**config.mk**
```make
export PLATFORM = sky130hd
export DESIGN_NAME = pbws_top
export DESIGN_NICKNAME = d
export VERILOG_FILES = /design/src/rtl/pbws_pkg.sv /design/src/rtl/pbws_top.sv /design/src/rtl/pbws_fan_mem.sv
export VERILOG_INCLUDE_DIRS = /design/src /design/src/rtl
export SDC_FILE = /design/constraint.sdc
export NUM_CORES = 1
export LEC_CHECK = 0
export BUFFER_PORTS_ARGS = -buffer_cell sky130_fd_sc_hd__clkbuf_2
export CAP_MARGIN = 20
export CORE_MARGIN = 2
export CORE_UTILIZATION = 30
export DETAILED_ROUTE_END_ITERATION = 16
export PLACE_DENSITY = 0.57
export SETUP_SLACK_MARGIN = 0.1
export SYNTH_ARGS = -nofsm -noshare
export SYNTH_HDL_FRONTEND = slang
export SYNTH_SLANG_ARGS = --single-unit
```
**constraint.sdc**
```tcl
create_clock -name clk -period 6 [get_ports clk]
set_input_delay 0 -clock clk [delete_from_list [all_inputs] [get_ports clk]]
set_output_delay 0 -clock clk [all_outputs]
set_load 0.005 [all_outputs]
```
**src/rtl/pbws_consts.svh**
```systemverilog
`ifndef PBWS_CONSTS_SVH
`define PBWS_CONSTS_SVH
// ****************************************
// Register offsets (byte addresses)
// ****************************************
`define PBWS_OFF_STATE 12'h000
`define PBWS_OFF_CMD 12'h004
`define PBWS_OFF_WCFG 12'h008
`define PBWS_OFF_MON 12'h00C
`define PBWS_OFF_STAT 12'h010
`define PBWS_OFF_IEN 12'h014
`define PBWS_OFF_ICLR 12'h018
`define PBWS_OFF_FANT 12'h01C
// ****************************************
// Field positions
// ****************************************
`define PBWS_WCFG_LAN_S5 0
`define PBWS_WCFG_PME_S5 1
`define PBWS_WCFG_PME_EN 2
`define PBWS_WCFG_CIR_S45 3
`define PBWS_EV_STATE 0
`define PBWS_EV_WAKE 1
`define PBWS_EV_INTR 2
`define PBWS_EV_RAIL 3
// ****************************************
// Reset values and timing
// ****************************************
`define PBWS_WCFG_RST 4'h0
`define PBWS_FANT_RST 8'h50
`define PBWS_CLK_MHZ 250
`define PBWS_SHORT_MS 4000
`define PBWS_LONG_MS 6000
`define PBWS_PWM_STEPS 8'hFF
`endif

```
**src/rtl/pbws_pkg.sv**
```systemverilog
package pbws_pkg;
  typedef enum logic [2:0] {
    PBWS_S0,
    PBWS_S1,
    PBWS_S3,
    PBWS_S4,
    PBWS_S5
  } pbws_state_t;
endpackage

```
**src/rtl/pbws_top.sv**
```systemverilog
// Decided for this implementation: the APB interface to the registers and the register offsets.
`timescale 1ns/10ps
`default_nettype none
`include "pbws_consts.svh"
// Notes on behaviour
// - Soft-off plus short press under four seconds goes to working.
// - Working plus short press under four seconds goes to sleeping.
// - Working or sleeping, held over six seconds, forces soft-off.
// - Sleeping plus short press under four seconds wakes to working.
// - States S0, S1, S3, S4 and S5 are supported.
// - In S3, S4, S5 device power is removed; wake logic stays on.
// - Switch, RTC, WAKE, network and PME wake from S1 to S5.
// - USB wakes only from S1/S3; infrared from S4/S5 optionally.
// - Network and PME wake from S5 off by default until enabled.
// - Closed intrusion switch reports chassis intrusion.
// - Five rails monitored; out-of-window rails flagged.
// - Closed-loop thermal control for all eight fans.
// - Fans run in S0 and S1, off elsewhere.
// - PME wakes only when wake-on-PME is enabled.
module pbws_top #(
  parameter int unsigned SHORT_CYC = `PBWS_SHORT_MS * 1000 * `PBWS_CLK_MHZ,
  parameter int unsigned LONG_CYC = `PBWS_LONG_MS * 1000 * `PBWS_CLK_MHZ
) (
  input wire logic clk,
  input wire logic resetn,
  input wire logic psel,
  input wire logic penable,
  input wire logic pwrite,
  input wire logic [11:0] paddr,
  input wire logic [31:0] pwdata,
  output logic [31:0] prdata,
  output logic pready,
  output logic pslverr,
  input wire logic pwr_switch,
  input wire logic wake_rtc,
  input wire logic wake_pcie,
  input wire logic wake_lan,
  input wire logic wake_pme,
  input wire logic wake_usb,
  input wire logic wake_cir,
  input wire logic intrusion_closed,
  input wire logic [4:0] rail_high,
  input wire logic [4:0] rail_low,
  input wire logic [7:0] temp,
  output logic dev_power_on,
  output logic cpu_run,
  output logic [7:0] fan_pwm,
  output logic irq
);
  import pbws_pkg::*;

  pbws_state_t state_q;
  logic [31:0] hold_q;
  logic btn_q;
  logic [3:0] wcfg_q;
  logic [3:0] stat_q;
  logic [3:0] ien_q;
  logic [7:0] fant_q;
  logic [2:0] slp_req_q;
  logic slp_go_q;
  logic intr_q;
  logic [4:0] rail_q;
  logic [7:0] pwm_cnt_q;
  logic [2:0] fan_idx_q;
  logic [2:0] fan_wr_idx_q;
  logic fan_we_q;
  logic [7:0] fan_wd_q;
  logic [7:0] fan_rd;
  logic [2:0] fan_rd_idx_q;
  logic [2:0] fan_pwm_idx_q;
  logic [7:0] duty_q;
  logic wake_ev;
  logic state_ev;
  logic release_ev;
  logic wr;
  logic rd;

  // ****************************************
  // Helpers
  // ****************************************
  function automatic logic is_sleep(input pbws_state_t s);
    is_sleep = (s == PBWS_S1) || (s == PBWS_S3) || (s == PBWS_S4);
  endfunction

  function automatic logic is_addr(input logic [11:0] a, input logic [11:0] off);
    is_addr = (a == off);
  endfunction

  assign wr = psel & penable & pwrite;
  assign rd = psel & penable & ~pwrite;
  assign release_ev = btn_q & ~pwr_switch;

  // ****************************************
  // Wake qualification
  // ****************************************
  always_comb begin
    wake_ev = 1'b0;
    if (state_q != PBWS_S0) begin
      wake_ev = wake_rtc | wake_pcie;
      if (state_q != PBWS_S5) begin
        wake_ev = wake_ev | wake_lan;
        wake_ev = wake_ev | (wake_pme & wcfg_q[`PBWS_WCFG_PME_EN]);
      end else begin
        wake_ev = wake_ev | (wake_lan & wcfg_q[`PBWS_WCFG_LAN_S5]);
        wake_ev = wake_ev | (wake_pme & wcfg_q[`PBWS_WCFG_PME_EN] & wcfg_q[`PBWS_WCFG_PME_S5]);
      end
      if (state_q == PBWS_S1 || state_q == PBWS_S3) begin
        wake_ev = wake_ev | wake_usb | wake_cir;
      end else begin
        wake_ev = wake_ev | (wake_cir & wcfg_q[`PBWS_WCFG_CIR_S45]);
      end
    end
  end

  // ****************************************
  // Power switch timing
  // ****************************************
  always_ff @(posedge clk or negedge resetn) begin
    if (!resetn) begin
      btn_q <= 1'b0;
      hold_q <= 32'h0000_0000;
    end else begin
      btn_q <= pwr_switch;
      if (!pwr_switch) begin
        hold_q <= 32'h0000_0000;
      end else if (hold_q != 32'hFFFF_FFFF) begin
        hold_q <= hold_q + 32'h0000_0001;
      end
    end
  end

  // Sleep request latch from software
  always_ff @(posedge clk or negedge resetn) begin
    if (!resetn) begin
      slp_req_q <= 3'h0;
      slp_go_q <= 1'b0;
    end else begin
      slp_go_q <= wr && is_addr(paddr, `PBWS_OFF_CMD);
      if (wr && is_addr(paddr, `PBWS_OFF_CMD)) begin
        slp_req_q <= pwdata[2:0];
      end
    end
  end

  // ****************************************
  // Power state machine
  // ****************************************
  always_ff @(posedge clk or negedge resetn) begin
    if (!resetn) begin
      state_q <= PBWS_S5;
      state_ev <= 1'b0;
    end else begin
      state_ev <= 1'b0;
      case (state_q)
        PBWS_S0: begin
          if (pwr_switch && hold_q >= LONG_CYC) begin
            state_q <= PBWS_S5;
            state_ev <= 1'b1;
          end else if (release_ev && hold_q < SHORT_CYC) begin
            state_q <= PBWS_S1;
            state_ev <= 1'b1;
          end else if (slp_go_q) begin
            // Software-directed sleep depth
            case (slp_req_q)
              3'h1: state_q <= PBWS_S1;
              3'h3: state_q <= PBWS_S3;
              3'h4: state_q <= PBWS_S4;
              3'h5: state_q <= PBWS_S5;
              default: state_q <= PBWS_S0;
            endcase
            // Only a valid depth code counts as a change
            state_ev <= (slp_req_q == 3'h1) || (slp_req_q == 3'h3) || (slp_req_q == 3'h4) || (slp_req_q == 3'h5);
          end
          // Release between the two windows is ignored
        end
        PBWS_S1, PBWS_S3, PBWS_S4: begin
          if (pwr_switch && hold_q >= LONG_CYC) begin
            state_q <= PBWS_S5;
            state_ev <= 1'b1;
          end else if ((release_ev && hold_q < SHORT_CYC) || wake_ev) begin
            state_q <= PBWS_S0;
            state_ev <= 1'b1;
          end
        end
        PBWS_S5: begin
          if ((release_ev && hold_q < SHORT_CYC) || wake_ev) begin
            state_q <= PBWS_S0;
            state_ev <= 1'b1;
          end
        end
        default: state_q <= PBWS_S5;
      endcase
    end
  end

  // ****************************************
  // Power outputs
  // ****************************************
  always_ff @(posedge clk or negedge resetn) begin
    if (!resetn) begin
      dev_power_on <= 1'b0;
      cpu_run <= 1'b0;
    end else begin
      dev_power_on <= (state_q == PBWS_S0) || (state_q == PBWS_S1);
      cpu_run <= (state_q == PBWS_S0);
    end
  end

  // ****************************************
  // Monitors
  // ****************************************
  always_ff @(posedge clk or negedge resetn) begin
    if (!resetn) begin
      intr_q <= 1'b0;
      rail_q <= 5'h00;
    end else begin
      intr_q <= intrusion_closed;
      rail_q <= rail_high | rail_low;
    end
  end

  // ****************************************
  // Fan control, eight fans round-robin
  // ****************************************
  always_ff @(posedge clk or negedge resetn) begin
    if (!resetn) begin
      fan_idx_q <= 3'h0;
      fan_rd_idx_q <= 3'h0;
      fan_pwm_idx_q <= 3'h0;
      fan_wr_idx_q <= 3'h0;
      fan_we_q <= 1'b0;
      fan_wd_q <= 8'h00;
      duty_q <= 8'h00;
    end else begin
      fan_idx_q <= fan_idx_q + 3'h1;
      fan_rd_idx_q <= fan_idx_q;
      // Index follows the duty through the memory and duty stages
      fan_pwm_idx_q <= fan_rd_idx_q;
      fan_wr_idx_q <= fan_idx_q;
      fan_we_q <= 1'b1;
      // Proportional duty above threshold
      if (temp > fant_q) begin
        fan_wd_q <= ((temp - fant_q) > 8'h3F) ? `PBWS_PWM_STEPS : 8'((temp - fant_q) << 2);
      end else begin
        fan_wd_q <= 8'h00;
      end
      duty_q <= fan_rd;
    end
  end

  pbws_fan_mem u_fan_mem (
    .clk(clk),
    .we(fan_we_q),
    .waddr(fan_wr_idx_q),
    .wdata(fan_wd_q),
    .raddr(fan_idx_q),
    .rdata(fan_rd)
  );

  // PWM generation per fan
  always_ff @(posedge clk or negedge resetn) begin
    if (!resetn) begin
      pwm_cnt_q <= 8'h00;
      fan_pwm <= 8'h00;
    end else begin
      pwm_cnt_q <= pwm_cnt_q + 8'h01;
      if (!((state_q == PBWS_S0) || (state_q == PBWS_S1))) begin
        fan_pwm <= 8'h00;
      end else begin
        fan_pwm[fan_pwm_idx_q] <= (duty_q > pwm_cnt_q);
      end
    end
  end

  // ****************************************
  // Interrupt status, enable and clear
  // ****************************************
  // Sticky status, set wins over clear
  always_ff @(posedge clk or negedge resetn) begin
    if (!resetn) begin
      stat_q <= 4'h0;
    end else begin
      stat_q <= (stat_q & ~((wr && is_addr(paddr, `PBWS_OFF_ICLR)) ? pwdata[3:0] : 4'h0))
                | {|rail_q, intr_q, wake_ev, state_ev};
    end
  end

  // Interrupt enable register
  always_ff @(posedge clk or negedge resetn) begin
    if (!resetn) begin
      ien_q <= 4'h0;
    end else begin
      if (wr && is_addr(paddr, `PBWS_OFF_IEN)) begin
        ien_q <= pwdata[3:0];
      end
    end
  end

  // Level interrupt, one cycle behind status
  always_ff @(posedge clk or negedge resetn) begin
    if (!resetn) begin
      irq <= 1'b0;
    end else begin
      irq <= |(stat_q & ien_q);
    end
  end

  // ****************************************
  // APB config registers and read data
  // ****************************************
  always_ff @(posedge clk or negedge resetn) begin
    if (!resetn) begin
      wcfg_q <= `PBWS_WCFG_RST;
      fant_q <= `PBWS_FANT_RST;
      prdata <= 32'h0000_0000;
      pready <= 1'b0;
      pslverr <= 1'b0;
    end else begin
      pready <= psel & ~penable;
      pslverr <= 1'b0;
      if (wr && is_addr(paddr, `PBWS_OFF_WCFG)) begin
        wcfg_q <= pwdata[3:0];
      end
      if (wr && is_addr(paddr, `PBWS_OFF_FANT)) begin
        fant_q <= pwdata[7:0];
      end
      if (psel && !penable) begin
        prdata <= 32'h0000_0000;
        case (paddr)
          `PBWS_OFF_STATE: prdata <= {29'h0000_0000, state_q};
          `PBWS_OFF_CMD: prdata <= {29'h0000_0000, slp_req_q};
          `PBWS_OFF_WCFG: prdata <= {28'h000_0000, wcfg_q};
          `PBWS_OFF_MON: prdata <= {26'h000_0000, rail_q, intr_q};
          `PBWS_OFF_STAT: prdata <= {28'h000_0000, stat_q};
          `PBWS_OFF_IEN: prdata <= {28'h000_0000, ien_q};
          `PBWS_OFF_ICLR: prdata <= 32'h0000_0000;
          `PBWS_OFF_FANT: prdata <= {24'h00_0000, fant_q};
          default: pslverr <= 1'b1;
        endcase
      end
    end
  end

  logic unused_rd;
  assign unused_rd = rd;
endmodule
`default_nettype wire

```
**src/rtl/pbws_fan_mem.sv**
```systemverilog
`timescale 1ns/10ps
`default_nettype none
// ****************************************
// Per-fan duty memory, registered read
// ****************************************
module pbws_fan_mem (
  input wire logic clk,
  input wire logic we,
  input wire logic [2:0] waddr,
  input wire logic [7:0] wdata,
  input wire logic [2:0] raddr,
  output logic [7:0] rdata
);
  logic [7:0] mem_q [0:7];

  // Write port and registered read
  always_ff @(posedge clk) begin
    if (we) begin
      mem_q[waddr] <= wdata;
    end
    rdata <= mem_q[raddr];
  end
endmodule
`default_nettype wire

```
==> flow_summary.toml <==
[logic_synthesis]
synth-edff-count = 56
yosys_register_bits = 183
synth.cell_area_sq_um = 8590
syn_area_per_cell_sq_um = 11.7
yosysWarningCount = 0
postSynthCellCount = 732
synth_top_area_share_pct = 34.1
yosys-top-cells-area = "dfrtp_1 (34%), edfxtp_1 (20%), mux4_2 (4.2%)"
yosysSeqAreaShare_pct = 56.2
ys_top_cells_by_count = "dfrtp_1 (117), nor2_1 (62), nand2_1 (60), edfxtp_1 (56), inv_1 (32)"
synth.most_common_cell = "dfrtp_1"
async_flop_share_pct = 65.6
yosys.area.top_type = "dfrtp_1"
synth_ff_type = "dfrtp_1"
synthDistinctLibCells = 69

[worst_setup_path]
critPathCaptureType = "flip-flop"
critPathKind = "flip-flop to flip-flop"
path_max_fanout = 7
start_kind = "flip-flop"
cp.arrival_ns = 2.91
ff2ff_setup_slack_ns = 3.40
worstPathRequired_ns = 6.30

[routing]
drt_iter0_drc = 418
wire_per_inst_um = 14.6
ant_nets = 0
wirelength_mm = 17.8
drc = 0
first_pass_iters = 4
num_vias = 5676
viasPerCell = 4.66

[placement]
dp_hpwl_mm = 12.2
pre_cts_ws_ns = 3.41
numPortBuffers = 71
gp_congestion = 0.819
dp.cells = 1157

[outcome]
status = "complete, no violations"

[cells_and_area]
multi_input_area_sq_um = 3420
antenna_cells = 0
instances_no_fill = 1217
drive_above_1_share_pct = 20.3
utilization_pct = 36.3
area_delta_synth_final_pct = 18.3
layout.area.seq_sq_um = 4830
fin_nets = 922
fillers = 2769

[timing]
rsz0062_at_grt = "false"
relSlewSlack_pct = 36.0
fmax_ghz = 0.384
hold_viol_final = 0
fin_crit_sh_pct = 43.4
finalSetupTns_ns = 0
tightest_slew_ns = 0.952
slew_violations = 0
setup_viol = 0
fin_worst_skew_ns = 0.00942
min_period_ns = 2.60
finalWorstSetupSlack_ns = 3.40

[floorplan]
core-area_sq_um = 28000
fp.dieH_um = 173
start_util_pct = 30.7
fp.dieArea_sq_um = 30000
io_pins = 120
die_x_um = 173
core.rowCount = 61

[global_routing]
gr-total-overflow = 0
grt_pass1_wl_mm = 29.9
grt_max_degree = 79
antenna_found_initial = 0
grt_pass1_vias = 5631
grt_usage_pct = 12.4

[clock_tree]
cts_sinks = 183
clk_path_buf_depth = 2
cts_tree = "built"
insertion_delay_ns = 0.43
clk_pin_slew_ns = 0.07
numCtsBuffers = 17
clockRootBuffer = "clkbuf_16"
cts_htree_levels = 4
post_cts_resized = 0

[run]
drv_cap = 0

[pwr]
p_int_w = 0.00213
clock_power_share_pct = 42.8
switchingPower_w = 0.000652
seqPwrFrac_pct = 48.8
pwr_density_cell_nw_per_um2 = 273
peakVddDrop_uv = 187
leakage_nw = 4.03
p_sw_share_pct = 23.5
combPwrFrac_pct = 8.4

[hold_path]
hp-class = "input pin to flip-flop"
[path summary, 6_finish.rpt]
kind | startpoint | to | depth (start not counted)
max | fant_q[1] | fan_wd_q[5] | 8
min | pwrite | slp_go_q | 3
max reg2reg | fant_q[1] | fan_wd_q[5] | 8
min reg2reg | u_fan_mem.rdata[5] | duty_q[5] | 0
max in group asynchronous | resetn | fan_pwm[6] | 4
min in group asynchronous | resetn | hold_q[18] | 3
[flip-flops by register name (all words and copies together), names as in the netlist, 3 cells and up]
register,count
ien_q,4
fan_pwm_idx_q,3
rail_q,5
fant_q,8
hold_q,32
wcfg_q,4
fan_pwm,8
state_q,3
pwm_cnt_q,8
u_fan_mem.rdata,7
fan_wd_q,7
duty_q,7
stat_q,4
u_fan_mem.mem_q,56
prdata,8
fan_idx_q,3
slp_req_q,3
fan_rd_idx_q,3
[cell usage in the layout (no fill, tap or decap), types with 17 or more instances in the layout]
| cell | instances |
|---|---|
| ha_1 | 20 |
| nor2_1 | 62 |
| mux2_2 | 21 |
| nor3_1 | 25 |
| dfrtp_1 | 117 |
| inv_1 | 32 |
| dlygate4sd3_1 | 26 |
| o21ai_0 | 25 |
| nand2_1 | 60 |
| xnor2_1 | 23 |
| clkbuf_16 | 17 |
| nand3_1 | 23 |
| clkbuf_2 | 70 |
| edfxtp_1 | 56 |
| a21oi_1 | 17 |
| conb_1 | 25 |
[layer usage]
| metal | global-route usage (%) | vias to the layer above | wire [um] |
|---|---|---|---|
| li1 | - | 2779 | - |
| met1 | 17.7 | 2735 | 8880 |
| met2 | 18.6 | 141 | 7810 |
| met3 | 3.18 | 21 | 878 |
| met4 | 3.85 | 0 | 226 |
| met5 | 0 | - | 0 |
[power groups by stage]
stage                     Combinational (W)  Sequential, W  Clock, W
after CTS                          0.000234        0.00136   0.00122
after global placement             0.000217        0.00138         0
after floorplan                    0.000137        0.00137         0
final                              0.000233        0.00136   0.00119
after global routing               0.000264        0.00136   0.00127
after detailed placement           0.000220        0.00138         0
[critical path, cell delays in order, from the launching register on]
cell and delay (ns):
dfrtp_1 0.38, inv_1 0.09, ha_1 0.31, nor2b_1 0.15, o31a_1 0.27, o311a_1 0.35
or4_1 0.55, a211oi_1 0.29, nor3_1 0.08
[through the flow]
stage / total power [W] / hold slack [ns] / cell area, sq um
2_1_floorplan: 0.00151 / -0.296 / 8680
3_3_place_gp: 0.00160 / 0.109 / 9240
3_5_place_dp: 0.00160 / 0.111 / 9240
4_1_cts: 0.00281 / 0.0122 / 10100
5_1_grt: 0.00290 / 0.0350 / 10200
6_report: 0.00278 / 0.0281 / 10200
[kinds of logic (layout without fill, tap and decap cells)]
kind of cell               Yosys count  count (layout)  share of synthesized area, %
AOI/OAI and AO/OA                  107             107                          8.40
xor gates and xnor gates            34              34                          3.47
adders and majority gates           21              21                          3.15
buffers and inverters               84             168                          4.97
DFF                                183             183                          56.2
muxes                               48              48                          8.23
other                                2              25                        0.0874
and+or+nand+nor                    253             253                          15.5
[what timing repair did]
action                                 in CTS  in global routing
hold buffers                               25                  1
buffers inserted                            0                  0
endpoints found under the hold margin     111                  4
[cell type report]
cell class / instances / share of cell area (%)
repair buffers: 103 / 6.80
clock inverters: 15 / 1.95
well taps: 378 / 4.65
multi-input cells: 488 / 33.7
clock buffers: 17 / 4.19
inverters: 33 / 1.22
flip-flops and latches: 183 / 47.5
Power figures use the tool's default switching activity.
